$ cat src/hw/bqc_pkg.sv
// constants shared by the bi-quinary counter files
package bqc_pkg;
  // positions of the four counter bits in the state vector
  localparam int unsigned BQC_BIT_BIN = 0;
  localparam int unsigned BQC_BIT_LOW = 1;
  localparam int unsigned BQC_BIT_MID = 2;
  localparam int unsigned BQC_BIT_HIGH = 3;
  localparam int unsigned BQC_NUM_BITS = 4;
  localparam int unsigned BQC_NUM_CLOCKS = 2;
  // stage clock indices for the edge detectors
  localparam int unsigned BQC_CLK_BIN = 0;
  localparam int unsigned BQC_CLK_QUIN = 1;
  // values after srst_i
  localparam logic [3:0] BQC_BITS_RESET = 4'h0;
  localparam logic BQC_PREV_CLK_RESET = 1'b1;
  // quinary stage codes, {high, mid, low}
  localparam logic [2:0] BQC_QUIN_ZERO = 3'h0;
  localparam logic [2:0] BQC_QUIN_THREE = 3'h3;
  localparam logic [2:0] BQC_QUIN_FOUR = 3'h4;
  typedef logic [3:0] bqc_bits_t;
endpackage

$ cat src/hw/bqc_edge_det.sv
// rising-edge detector for one stage clock input
`timescale 1ns/1ns
module bqc_edge_det (
  input wire logic ref_clk_i,
  input wire logic srst_i,
  input wire logic level_i,
  output logic rise_o
);
  import bqc_pkg::*;

  typedef struct packed {
    logic prev;
  } bqc_edge_state_t;

  bqc_edge_state_t st;
  bqc_edge_state_t next_st;

  // remember the last level seen
  always_comb begin
    next_st = st;
    next_st.prev = level_i;
  end

  // prev resets high so a clock already high at release is not a phantom edge
  always_ff @(posedge ref_clk_i) begin
    if (srst_i) begin
      st.prev <= BQC_PREV_CLK_RESET;
    end else begin
      st <= next_st;
    end
  end

  // only low-to-high counts; level and falling edge are ignored
  assign rise_o = level_i & ~st.prev;
endmodule

$ cat src/hw/bqc_counter.sv
// bi-quinary counter: divide-by-two stage plus divide-by-five stage
`timescale 1ns/1ns
module bqc_counter (
  input wire logic ref_clk_i,
  input wire logic srst_i,
  input wire logic binary_stage_clock_i,
  input wire logic quinary_stage_clock_i,
  input wire logic set_binary_i,
  input wire logic set_quin_low_i,
  input wire logic set_quin_mid_i,
  input wire logic set_quin_high_i,
  input wire logic count_clear_i,
  output logic binary_stage_out_o,
  output logic quinary_low_bit_o,
  output logic quinary_mid_bit_o,
  output logic quinary_high_bit_o,
  output logic binary_stage_out_n_o,
  output logic quinary_high_bit_n_o
);
  import bqc_pkg::*;

  typedef struct packed {
    bqc_bits_t bits;
  } bqc_state_t;

  bqc_state_t st;
  bqc_state_t next_st;
  logic [BQC_NUM_CLOCKS-1:0] clk_level;
  logic [BQC_NUM_CLOCKS-1:0] clk_rise;
  bqc_bits_t set_vec;
  bqc_bits_t adv_vec;
  bqc_bits_t next_bits;
  logic [2:0] quin;
  logic [2:0] quin_next;
  logic any_ctl;

  ////////////////////////////////////////////////////////////////////////////
  // stage clock edge detection

  assign clk_level[BQC_CLK_BIN] = binary_stage_clock_i;
  assign clk_level[BQC_CLK_QUIN] = quinary_stage_clock_i;

  // one detector per stage clock; the stages never share an edge
  genvar gc;
  generate
    for (gc = 0; gc < BQC_NUM_CLOCKS; gc++) begin : g_clk
      bqc_edge_det u_edge (
        .ref_clk_i(ref_clk_i),
        .srst_i(srst_i),
        .level_i(clk_level[gc]),
        .rise_o(clk_rise[gc])
      );
    end
  endgenerate

  ////////////////////////////////////////////////////////////////////////////
  // count sequences of the two stages

  assign quin = {st.bits[BQC_BIT_HIGH], st.bits[BQC_BIT_MID], st.bits[BQC_BIT_LOW]};

  // mod-5: low/mid form a 2-bit up count, high marks four, then wrap
  always_comb begin
    if (quin[2]) begin
      quin_next = BQC_QUIN_ZERO;
    end else if (quin == BQC_QUIN_THREE) begin
      quin_next = BQC_QUIN_FOUR;
    end else begin
      quin_next = {1'b0, quin[1:0] + 2'h1};
    end
  end

  // advanced value per bit; stages are independent so any cascade is board wiring
  assign adv_vec[BQC_BIT_BIN] = ~st.bits[BQC_BIT_BIN];
  assign adv_vec[BQC_BIT_LOW] = quin_next[0];
  assign adv_vec[BQC_BIT_MID] = quin_next[1];
  assign adv_vec[BQC_BIT_HIGH] = quin_next[2];

  assign set_vec[BQC_BIT_BIN] = set_binary_i;
  assign set_vec[BQC_BIT_LOW] = set_quin_low_i;
  assign set_vec[BQC_BIT_MID] = set_quin_mid_i;
  assign set_vec[BQC_BIT_HIGH] = set_quin_high_i;

  ////////////////////////////////////////////////////////////////////////////
  // per-bit master-slave cell: set, then clear, then stage edge, then hold

  genvar gb;
  generate
    for (gb = 0; gb < BQC_NUM_BITS; gb++) begin : g_bit
      logic step;
      assign step = (gb == BQC_BIT_BIN) ? clk_rise[BQC_CLK_BIN] : clk_rise[BQC_CLK_QUIN];
      // set wins over clear when both arrive; the board should not do that
      assign next_bits[gb] = set_vec[gb] ? 1'b1 :
                             count_clear_i ? 1'b0 :
                             step ? adv_vec[gb] : st.bits[gb];
    end
  endgenerate

  always_comb begin
    next_st = st;
    next_st.bits = next_bits;
  end

  // the single state register; overrides land at the next ref_clk_i edge
  always_ff @(posedge ref_clk_i) begin
    if (srst_i) begin
      st.bits <= BQC_BITS_RESET;
    end else begin
      st <= next_st;
    end
  end

  ////////////////////////////////////////////////////////////////////////////
  // outputs, all straight from the state flip-flops

  assign binary_stage_out_o = st.bits[BQC_BIT_BIN];
  assign quinary_low_bit_o = st.bits[BQC_BIT_LOW];
  assign quinary_mid_bit_o = st.bits[BQC_BIT_MID];
  assign quinary_high_bit_o = st.bits[BQC_BIT_HIGH];
  assign binary_stage_out_n_o = ~st.bits[BQC_BIT_BIN];
  assign quinary_high_bit_n_o = ~st.bits[BQC_BIT_HIGH];

  ////////////////////////////////////////////////////////////////////////////
  // checks

  assign any_ctl = (|set_vec) | count_clear_i;
endmodule

$ cat config.mk
export PLATFORM = sky130hd
export DESIGN_NAME = bqc_counter
export DESIGN_NICKNAME = d
export VERILOG_FILES = /design/src/hw/bqc_pkg.sv /design/src/hw/bqc_edge_det.sv /design/src/hw/bqc_counter.sv
export SDC_FILE = /design/constraint.sdc
export NUM_CORES = 1
export LEC_CHECK = 0
export ABC_AREA = 1
export BUFFER_PORTS_ARGS = -buffer_cell sky130_fd_sc_hd__buf_2
export CORE_AREA = 2 2 39 41
export DETAILED_ROUTE_END_ITERATION = 8
export DIE_AREA = 0 0 41 43
export GPL_TIMING_DRIVEN = 0
export HOLD_SLACK_MARGIN = 0.15
export PLACE_DENSITY = 0.54
export SLEW_MARGIN = 20
export SYNTH_ARGS = -nofsm -noshare
export SYNTH_HDL_FRONTEND = slang
export SYNTH_SLANG_ARGS = --single-unit
$ cat constraint.sdc
create_clock -name ref_clk_i -period 1.2 [get_ports ref_clk_i]
set_input_delay 0.18 -clock ref_clk_i [delete_from_list [all_inputs] [get_ports ref_clk_i]]
set_output_delay 0.18 -clock ref_clk_i [all_outputs]
set_load 0.1 [all_outputs]
# Word level (Yosys, flattened, before mapping)
# Cells that the tools add are included.
# classes
n_mux,14
bitwise,6
n_eq_ne,1
add_sub_neg,1
reduce_logical,4
# op_table
op,n
two-way mux 1 bit,12
nonzero test 3 bit,4
two-way mux 3 bit,2
NOT 1 bit,4
"== test 3 x 2 -> 1 bit, second input constant",1
"adder 2 x 1 -> 2 bit, second input constant",1
bitwise AND 1 bit,2
# word_totals
regBits,6
output_inout_bits,6

# Logic depth before layout (Yosys ltp)
# Gate-level depths: netlist of the first run.
# depth
depth_word,6
ltp_mapped,6

# Cells and area by module
# From an unflattened synthesis of the first run, not the netlist that was laid out.
# hier_totals
cells_unflattened,44
area_unflattened_um2,292.8
# modules_own_cells
module,cells_each,area_per_inst_um2,seq_area_each_um2,n_inst
bqc_counter,34,217.7,80.1,1
bqc_edge_det,5,37.5,20.0,2

# Worst setup path before layout of the first run
# Ideal clock, no wire load.
# synth_timing
path_type,register to register
from,register st[0] (netlist name)
to,register st[0] (netlist name)
synth_period_minus_slack_ns,2.098
setup_slack_ns,-0.898
setup_ns,0.070
path_buffers,0
t_arrival_ns,2.029
path_stages_with_launch,5
path_cell_list,dfxtp_1 inv_1 nand2_1 nand3_1 a21oi_1
# synth_via
elab_chain_len,4
# synth_lines
item,line,rtl
from (decl),bqc_counter.sv:26,bqc_state_t st;
from (signal assigned),bqc_counter.sv:108,st <= next_st;
NOT 1 bit,--,
net binary_stage_out_n_o,bqc_counter.sv:17,"output logic binary_stage_out_n_o,"
two-way mux 1 bit,bqc_counter.sv:94,step ? adv_vec[gb] : st.bits[gb];
two-way mux 1 bit,bqc_counter.sv:93,count_clear_i ? 1'b0 :
two-way mux 1 bit,bqc_counter.sv:92,assign next_bits[gb] = set_vec[gb] ? 1'b1 :
# The timed path passes the listed nets, and every way through them passes these cells. The select of a mux whose other input is x is not followed.
# A chain may end at the register's enable or synchronous reset.

# Worst setup path in the final report of the first run
# layout_timing
from,register st[3] (netlist name)
to,output port quinary_high_bit_n_o
# layout_via
elab_chain_len,1
# layout_lines
item,line,rtl
NOT 1 bit,bqc_counter.sv:120,assign quinary_high_bit_n_o = ~st.bits[BQC_BIT_HIGH];
to (decl),bqc_counter.sv:18,output logic quinary_high_bit_n_o
# No other way between the ends.

==> summary.txt, run 1 <==
Global routing
  – Largest net degree at the start of global routing: 8
  – Vias in the first global route: about 250
  – Global-route wire length before repair: ~1000 um
  – Gr usage total: roughly 10%
  – Initial antenna violation count: 0
  – Grt ovf: 0

CTS
  – H-tree Lvls: 1
  – Clk_lat worst skew: approximately 260 ps
  – Post CTS Setup Buffer Count: 0
  – Clock Path Buffers: 2
  – Clock sink total: 6
  – Clock root buffer: clkbuf_4
  – CTS buffer count: 3
  – CTS tree: yes
  – CTS clk-pin slew, worst paths: 50 ps

STA
  – Slew Viols, Final: 0
  – Final setup fails: 0
  – Worst slew margin: between 80% and 90%
  – Worst hold margin: roughly 160 ps
  – RSZ-0062 raised after global routing: false
  – Hold Vio Cnt, Final: 0
  – Worst-Margin Slew: ~300 ps
  – Setup slack after layout: between 60 and 70 ps
  – Setup Skew: approximately 13 ps
  – Post-layout min period: approximately 1100 ps
  – Max frequency: approximately 880 MHz
  – Setup TNS: 0 ps
  – Tcrit/Tclk final: between 90% and 100%

Drt
  – Drt first pass iters: 4
  – DRC viols: 0
  – WL per Instance: just over 8 um
  – DR iter-0 viols: 11
  – Via count: about 330
  – ANT nets after route: 0
  – Routed WL: between 600 and 700 um
  – Vias/cell: around 4.1

Yosys
  – Top_reg_cell synth: dfxtp_1
  – Post-Syn Area: ~310 um2
  – Seq/Total Area, Yosys: 38.40%
  – Synth Register Bits: 6
  – Top post-synthesis cells by area: dfxtp_1 (38%), inv_1 (11%), nand2_1 (11%)
  – Mapped Nets: 54
  – Asr flop ratio synth: 0%
  – Number of library cell types mapped by synthesis: 14
  – Top cells by count, synth: inv_1 (9), nand2_1 (9), dfxtp_1 (6)
  – EDFF count, synth: 0
  – Area share of the largest cell type after synthesis: between 30 and 40%
  – Mapped Avg Cell Area: between 7 and 8 um2
  – Post-synth top area cell: dfxtp_1
  – Cell count after synthesis: 44
  – Synth warnings: 0

Floorplanning
  – Die Width: 41 um
  – Starting Density: roughly 23%
  – Die area: 1763 um2
  – Core Region: between 1000 and 1500 um2
  – Row cnt: 14
  – Die Height: between 40 and 50 um
  – IO Count: 15

Power and ir drop
  – Lkg Pwr: between 0.2 and 0.3 nW
  – Worst VDD drop: roughly 0.57 mV
  – Pwr Density: roughly 1300 nW/um2

Critical path
  – Setup crit start kind: flip-flop
  – CP arrival: 950 ps
  – WP buf/inv: 2
  – CP cell instances: inv_4, buf_4
  – Max incr delay on CP: approximately 360 ps
  – Worst path slowest cell: dfxtp_4
  – Max Fanout on Critical Path: 4
  – Critical Path RT: between 1000 and 1500 ps
  – Crit. End Element: output pin
  – Delay-heaviest family, CP: flip-flops
  – Crit Path Category: reg -> out

Finish
  – Post-layout util: between 30% and 40%
  – Antenna diode count: 0
  – Fin nets: 76
  – Area of the multi-input gates: around 150 um2
  – Register Area: ~140 um2
  – Synthesis-to-finish area growth: 58.40%
  – Fillers: ~150
  – Layout cells sized above 1: between 40% and 50%

Place
  – Post-Place Setup Slack: about 210 ps
  – # port buffers: 14
  – Final HPWL DP: between 400 and 500 um
  – GP Congestion: between 0.6 and 0.7

Outcome
  – Status: finished clean

Flow run
  – Max_cap viols: 0

Worst hold path
  – Hold Crit Class: in -> reg
==> cells by family (layout without fill, tap and decap cells) <==
| group | Yosys count | count (layout) | synth area share, % |
|---|---|---|---|
| AND/OR/NAND/NOR | 21 | 21 | 34.00 |
| buffers and inverters | 11 | 32 | 13.20 |
| flip-flops | 6 | 6 | 38.40 |
| AO/OA/AOI/OAI | 5 | 5 | 10.40 |
| adder cells (fa/ha/maj) | 1 | 1 | 3.999 |
==> worst register-to-register path, delay by kind of cell (launching register included) <==
family / cells / cell delay (ps)
fa+ha+maj: 1 / 210
simple gates: 3 / 280
flops: 1 / 350
compound gates: 1 / 100
==> metal layers <==
| layer | up-vias | wire length (um) | global-route usage [%] |
|---|---|---|---|
| li1 | 180 | - | - |
| met1 | 137 | 317 | 12.66 |
| met2 | 13 | 283 | 10.31 |
| met3 | 2 | 55 | 7.853 |
| met4 | 0 | 12 | 8.000 |
| met5 | - | 0 | 0 |
==> layout make-up <==
cell class	count	area share [%]
inverter	11	9.596
multi-input combinational	27	30.56
sequential	6	27.27
tap	16	4.040
clock buffer	4	5.303
timing repair buffer	17	23.23
==> metrics by stage <==
| step | power [mW] | cells | instance area, um2 |
|---|---|---|---|
| floorplan | 0.3796 | 44 | 334.1 |
| global placement | 0.4170 | 74 | 424.2 |
| detailed placement | 0.4182 | 74 | 424.2 |
| CTS | 0.6531 | 81 | 493.0 |
| global route | 0.6816 | 81 | 495.5 |
| finish | 0.6387 | 81 | 495.5 |
==> final timing paths <==
path                             start                   end  slack, ps  cells past startpoint
worst max-delay path             st[3]  quinary_high_bit_n_o         70                      2
worst min-delay path            srst_i                 st[0]        160                      2
worst max register to register   st[1]                 st[2]        190                      5
worst min register to register   st[1]                 st[1]        530                      2
==> report_power, final <==
group / switching, mW / internal [mW]
registers: 0.0126 / 0.212
logic: 0.149 / 0.0564
clock network: 0.0826 / 0.127
total: 0.244 / 0.395
==> registers in the layout, summed over array words and instances (netlist names) <==
register	cells
g_clk.u_edge.st	2
st	4
==> placed cells by master (no fill, tap or decap) <==
master / netlist / routed
dlygate4sd3_1: 0 / 3
nor2_1: 1 / 1
a21oi_2: 2 / 2
clkbuf_1: 0 / 1
clkbuf_4: 0 / 4
dfxtp_1: 6 / 2
nand3b_1: 1 / 1
buf_4: 0 / 5
clkinvlp_4: 0 / 1
nand2_2: 1 / 1
ha_1: 1 / 1
dfxtp_4: 0 / 4
buf_2: 0 / 8
or2_2: 2 / 2
nand2_1: 9 / 9
inv_2: 2 / 1
a21oi_1: 3 / 3
nand3_2: 1 / 1
inv_1: 9 / 8
nand3_1: 4 / 4
nand4_1: 2 / 2
inv_4: 0 / 1
==> what timing repair did <==
| action | CTS | global route |
|---|---|---|
| endpoints found under the setup margin | 5 | 1 |
| resized for setup | 5 | 1 |
| gates cloned | 0 | 0 |
| hold buffers | 3 | 0 |
| hold endpoints to repair | 3 | 0 |
(Power assumes the default switching activity.)
==> inputs of run 2 (changes only) <==
--- a/config.mk
+++ b/config.mk
@@ -12,8 +12,8 @@
 export DIE_AREA = 0 0 41 43
 export GPL_TIMING_DRIVEN = 0
 export HOLD_SLACK_MARGIN = 0.15
+export MAX_ROUTING_LAYER = met4
 export PLACE_DENSITY = 0.54
-export SLEW_MARGIN = 20
 export SYNTH_ARGS = -nofsm -noshare
 export SYNTH_HDL_FRONTEND = slang
 export SYNTH_SLANG_ARGS = --single-unit
==> run 2 against run 1 <==
Against the previous run: sequential cell count is the same; global-route usage grew 0.25 points; final cell count is the same; sequential power is essentially flat; combinational power is essentially flat; count of clock-buffer cells in the layout is the same; sequential share of layout area is the same; power is essentially flat; clock power is essentially flat; critical endpoint unchanged; largest cell class unchanged.
==> summary.txt, run 2 (same netlist as run 1, synthesis figures left out) <==
Finish
  – Layout cells sized above 1: 46.15% (unchanged)
  – Largest registers: st x4, g_clk.u_edge.st x2
  – Fin nets: 76 (unchanged)
  – Max reg flops: 4 (unchanged)
  – Final Instance Count excl. Fillers: 81 (unchanged)
  – Most frequent cells in the layout: nand2_1 (9), inv_1 (8), buf_2 (8)
  – Top reg by flops: st
  – Synthesis-to-finish area growth: 58.40% (unchanged)
  – Antenna diode count: 0 (unchanged)
  – Commonest non-fill, non-tap cell in the layout: nand2_1
  – Fillers: 149 (unchanged)

Critical path
  – Crit. End Element: output pin
  – Setup crit start kind: flip-flop
  – Crit Path Category: reg -> out
  – CP arrival: 950 ps (about the same)
  – Critical Path RT: 1020 ps (about the same)
  – Max Fanout on Critical Path: 4 (unchanged)

Floorplanning
  – Core Region: 1384 um2 (unchanged)
  – Die area: 1763 um2 (unchanged)
  – Die Height: 43 um (unchanged)
  – Starting Density: 22.60% (unchanged)
  – Row cnt: 14 (unchanged)
  – Die Width: 41 um (unchanged)
  – IO Count: 15 (unchanged)

CTS
  – CTS clk-pin slew, worst paths: 50 ps (about the same)
  – Clock sink total: 6 (unchanged)
  – Clock root buffer: clkbuf_4
  – Clk_lat worst skew: 260 ps (about the same)
  – CTS tree: yes
  – Clock Path Buffers: 2 (unchanged)
  – CTS buffer count: 3 (unchanged)
  – H-tree Lvls: 1 (unchanged)

STA
  – RSZ-0062 raised after global routing: false
  – Hold Vio Cnt, Final: 0 (unchanged)
  – Tcrit/Tclk final: 94.47% (about the same)
  – Setup Skew: 12.71 ps (-0.001300 ps)
  – Post-layout min period: 1134 ps (-0.3911 ps)
  – Final setup fails: 0 (unchanged)
  – Worst hold margin: 158.0 ps (+0.3860 ps)
  – Worst-Margin Slew: 301.0 ps (+0.001669 ps)
  – Worst slew margin: 80.05% (about the same)
  – Max frequency: 882.1 MHz (about the same)
  – Slew Viols, Final: 0 (unchanged)

Drt
  – Drt first pass iters: 4 (unchanged)
  – Routed WL: 667 um (-0.30%)
  – WL per Instance: 8.235 um (-0.30%)
  – DRC viols: 0 (unchanged)
  – Vias/cell: 4.099 (unchanged)
  – DR iter-0 viols: 11 (unchanged)
  – Via count: 332 (unchanged)
  – ANT nets after route: 0 (unchanged)

Flow run
  – Max_cap viols: 0 (unchanged)

Place
  – # port buffers: 14 (unchanged)
  – Final HPWL DP: 485.4 um (unchanged)
  – Cell count after placement: 74 (unchanged)
  – GP Congestion: 0.6701 (+0.95%)

Global routing
  – Initial antenna violation count: 0 (unchanged)
  – Global-route wire length before repair: 1035 um (-0.58%)
  – Gr usage total: 10.22% (+0.25 points)
  – Largest net degree at the start of global routing: 8 (unchanged)
  – Vias in the first global route: 248 (unchanged)
  – Grt ovf: 0 (unchanged)

Power and ir drop
  – Final Power: 0.6384 mW (about the same)
  – Pwr Density: 1288 nW/um2 (about the same)
  – Worst VDD drop: 0.5749 mV (about the same)
  – Lkg Pwr: 0.2569 nW (unchanged)

Outcome
  – Status: finished clean

Worst hold path
  – Hold Crit Class: in -> reg
==> run 2: cell counts in the layout (fill, tap and decap cells not counted) <==
Identical to the previous run, type by type.
==> run 2: metal layers <==
metal / GRT usage, % / wire, um / vias to the layer above
met3: 7.853 / 55 / 2
met1: 12.66 / 317 / 137
met5: - / 0 / -
li1: - / - / 180
met2: 10.31 / 283 / 13
met4: 8.000 / 12 / 0
==> run 2: worst max-delay path: stages, from the launching register on <==
cell	delay [ps]
dfxtp_4	360
inv_4	60
buf_4	280
==> run 2: area by class of cell <==
| type | count | area (um2) | share of cell area [%] |
|---|---|---|---|
| clock buffer | 4 | 26.28 | 5.303 |
| timing repair buffer | 17 | 115.1 | 23.23 |
| sequential | 6 | 135.1 | 27.27 |
| inverter | 11 | 47.55 | 9.596 |
| multi-input combinational | 27 | 151.4 | 30.56 |
| tap | 16 | 20.02 | 4.040 |
==> run 2: final timing paths <==
kind / from / endpoint / slack, ps / cells after the start
worst min register to register: st[1] / st[1] / 530 / 2
worst min-delay path: srst_i / st[0] / 160 / 2
worst max-delay path: st[3] / quinary_high_bit_n_o / 70 / 2
worst max register to register: st[1] / st[2] / 190 / 5
==> run 2: power breakdown <==
| group | switching (mW) | internal [mW] |
|---|---|---|
| Combinational | 0.149 | 0.0564 |
| Sequential | 0.0126 | 0.212 |
| Clock | 0.0823 | 0.127 |
| Total | 0.244 | 0.395 |
==> run 2: repair_timing <==
item / CTS / global route
resized for setup: 5 / 1
endpoints found under the setup margin: 5 / 1
setup buffers: 0 / 0
pin swaps: 0 / 0
endpoints found under the hold margin: 3 / 0
hold buffers: 3 / 0
gates cloned: 0 / 0
==> run 2: per-stage QoR <==
step / TNS (ps) / setup WS [ps] / cell area, um2 / utilization (%)
6_report: 0 / 66.33 / 495.5 / 35.80
3_3_place_gp: 0 / 201.0 / 424.2 / 30.65
4_1_cts: 0 / 5.108 / 493.0 / 35.62
5_1_grt: 0 / 27.87 / 495.5 / 35.80
2_1_floorplan: -278.6 / -257.1 / 334.1 / -
3_5_place_dp: 0 / 208.2 / 424.2 / 30.65
==> inputs of run 3 (changes only) <==
==> constraint.sdc (replaced) <==
create_clock -name ref_clk_i -period 1.36 [get_ports ref_clk_i]
set_input_delay 0 -clock ref_clk_i [delete_from_list [all_inputs] [get_ports ref_clk_i]]
set_output_delay 0 -clock ref_clk_i [all_outputs]
set_load 0.1 [all_outputs]
==> run 3 against run 2 <==
Against the previous run: sequential cell count did not move; critical path depth is 4 higher; combinational power down 6%; critical endpoint is now st[0]; core utilization increased by 3.3 points; power down 14%; die area unchanged; global-route usage is 0.71 points lower; non-clock buffer count rose by 7; sequential power down 11%; first-iteration DRC count is 45% lower; sequential share of layout area shrank 3.3 points.
==> summary.txt, run 3 (same netlist as run 1, synthesis figures left out) <==
Outcome
  – Status: finished clean

CTS
  – CTS clk-pin slew, worst paths: 40 ps (about the same)
  – Clock root buffer: clkbuf_4
  – CTS tree: yes
  – CTS buffer count: 3 (unchanged)
  – Clock Path Buffers: 2 (unchanged)
  – Clock sink total: 6 (unchanged)
  – Clk_lat worst skew: 240 ps (-20 ps)
  – H-tree Lvls: 1 (unchanged)

Drt
  – ANT nets after route: 0 (unchanged)
  – Met1 wire length: 344 um (+8.5%)
  – Uppermost layer routed: met3
  – Drt first pass iters: 2 (-2)
  – Met2 wire len: 379 um (+34%)
  – DRC viols: 0 (unchanged)
  – Routed WL: 748 um (+12%)
  – Via count: 358 (+7.8%)
  – DR iter-0 viols: 6 (-5)
  – DR WL met3: 25 um (-55%)
  – Vias/cell: 4.115 (+0.39%)
  – WL per Instance: 8.598 um (+4.4%)

STA
  – Slew Viols, Final: 0 (unchanged)
  – Hold Vio Cnt, Final: 0 (unchanged)
  – Setup slack after layout: 60.01 ps (-6.318 ps)
  – Setup Skew: 1.128 ps (-11.58 ps)
  – RSZ-0062 raised after global routing: false
  – Worst-Margin Slew: 484.0 ps (+183.0 ps)
  – Worst hold margin: 476.9 ps (+318.9 ps)
  – Max frequency: 769.2 MHz
  – Worst slew margin: 67.96% (-12 points)
  – Setup TNS: 0 ps (unchanged)
  – Post-layout min period: about 1300 ps
  – Tcrit/Tclk final: a little over nine tenths
  – Final setup fails: 0 (unchanged)

Floorplanning
  – Row cnt: 14 (unchanged)
  – Starting Density: 22.60% (unchanged)
  – Die Height: 43 um (unchanged)
  – Die Width: 41 um (unchanged)
  – IO Count: 15 (unchanged)
  – Die area: 1763 um2 (unchanged)
  – Core Region: 1384 um2 (unchanged)

Global routing
  – Grt ovf: 0 (unchanged)
  – Largest net degree at the start of global routing: 8 (unchanged)
  – Initial antenna violation count: 0 (unchanged)
  – Vias in the first global route: 272 (+9.7%)
  – Global-route wire length before repair: 1076 um (+4.0%)
  – Gr usage total: 9.504% (-0.71 points)

Place
  – Post-Place Setup Slack: 377.4 ps (+169.2 ps)
  – # port buffers: 14 (unchanged)
  – Cell count after placement: 74 (unchanged)
  – Final HPWL DP: 503.7 um (+3.8%)
  – GP Congestion: 0.7451 (+11%)
  – Placed Instance Area: 416.7 um2 (-1.8%)

Power and ir drop
  – Worst VDD drop: 0.5022 mV (-13%)
  – Pwr Density: 1017 nW/um2 (-21%)
  – Lkg Pwr: 0.2826 nW (+10%)

Finish
  – Fin nets: 83 (+9.2%)
  – Max reg flops: 4 (unchanged)
  – Layout cells sized above 1: 43.66% (-2.5 points)
  – Largest registers: st x4, g_clk.u_edge.st x2
  – Commonest non-fill, non-tap cell in the layout: buf_2
  – Final instance area: 541.8 um2 (+9.3%)
  – Synthesis-to-finish area growth: 73.20%
  – Top reg by flops: st
  – Antenna diode count: 0 (unchanged)
  – Final Instance Count excl. Fillers: 87 (+7.4%)
  – Most frequent cells in the layout: buf_2 (13), nand2_1 (9), dlygate4sd3_1 (9)

Worst hold path
  – Hold path depth: 2 (unchanged)
  – Hold Crit Class: in -> reg

Critical path
  – Critical Path RT: 1540 ps (+520 ps)
  – Max Fanout on Critical Path: 5 (+1)
  – Cells on worst reg2reg path: 5 (unchanged)
  – Crit. End Element: flip-flop
  – CP arrival: 1480 ps (+530 ps)
  – Setup crit start kind: input pin
  – Crit Path Category: in -> reg

Flow run
  – Max_cap viols: 0 (unchanged)
==> run 3: changes by cell type in the layout (fill, tap and decap cells not counted) <==
cell,before,now
dlygate4sd3_1,3,9
buf_2,8,13
buf_4,5,2
dfxtp_2,0,2
dfxtp_4,4,2
clkbuf_1,1,0
clkbuf_4,4,3
==> run 3: worst paths after layout <==
path,start,end,slack [ps]
min,binary_stage_clock_i,g_clk[0].u_edge.st,480
max reg2reg,st[0],st[0],80
min reg2reg,st[1],st[1],510
max,count_clear_i,st[0],60
==> run 3: routing by layer <==
metal  GRT usage [%]  vias up
met2           12.50        7
met3           3.141        0
met1           12.05      157
met5               -        -
met4           6.000        0
li1                -      194
==> run 3: final cells by class <==
cell class	count	area (um2)
flip-flops and latches	6	130.1
inverters	11	47.55
fillers	149	842.1
repair buffers	24	170.2
well taps	16	20.02
clock buffers	3	22.52
multi-input cells	27	151.4
==> run 3: timing repair <==
item | CTS | global route
resized for setup | 0 | 1
hold buffers | 9 | 0
endpoints found under the setup margin | 0 | 1
buffers inserted | 0 | 2
endpoints found under the hold margin | 6 | 0
==> run 3: report_power, final <==
| part | switching (mW) | leakage (nW) | internal (mW) |
|---|---|---|---|
| clock network | 0.0607 | 0.0138 | 0.0996 |
| registers | 0.0102 | 0.0517 | 0.189 |
| logic | 0.135 | 0.217 | 0.0570 |
==> run 3: worst max-delay path, cell delays in order <==
cell and delay (ps):
dlygate4sd3_1 530, buf_2 140, inv_4 70, nand3_1 80
a21oi_1 110, dlygate4sd3_1 550
==> run 3: per-stage QoR <==
step           utilization [%]  power (mW)
3_5_place_dp             30.11      0.3698
5_1_grt                  39.15      0.5849
2_1_floorplan                -      0.3353
4_1_cts                  38.25      0.5577
3_3_place_gp             30.11      0.3683
6_report                 39.15      0.5508
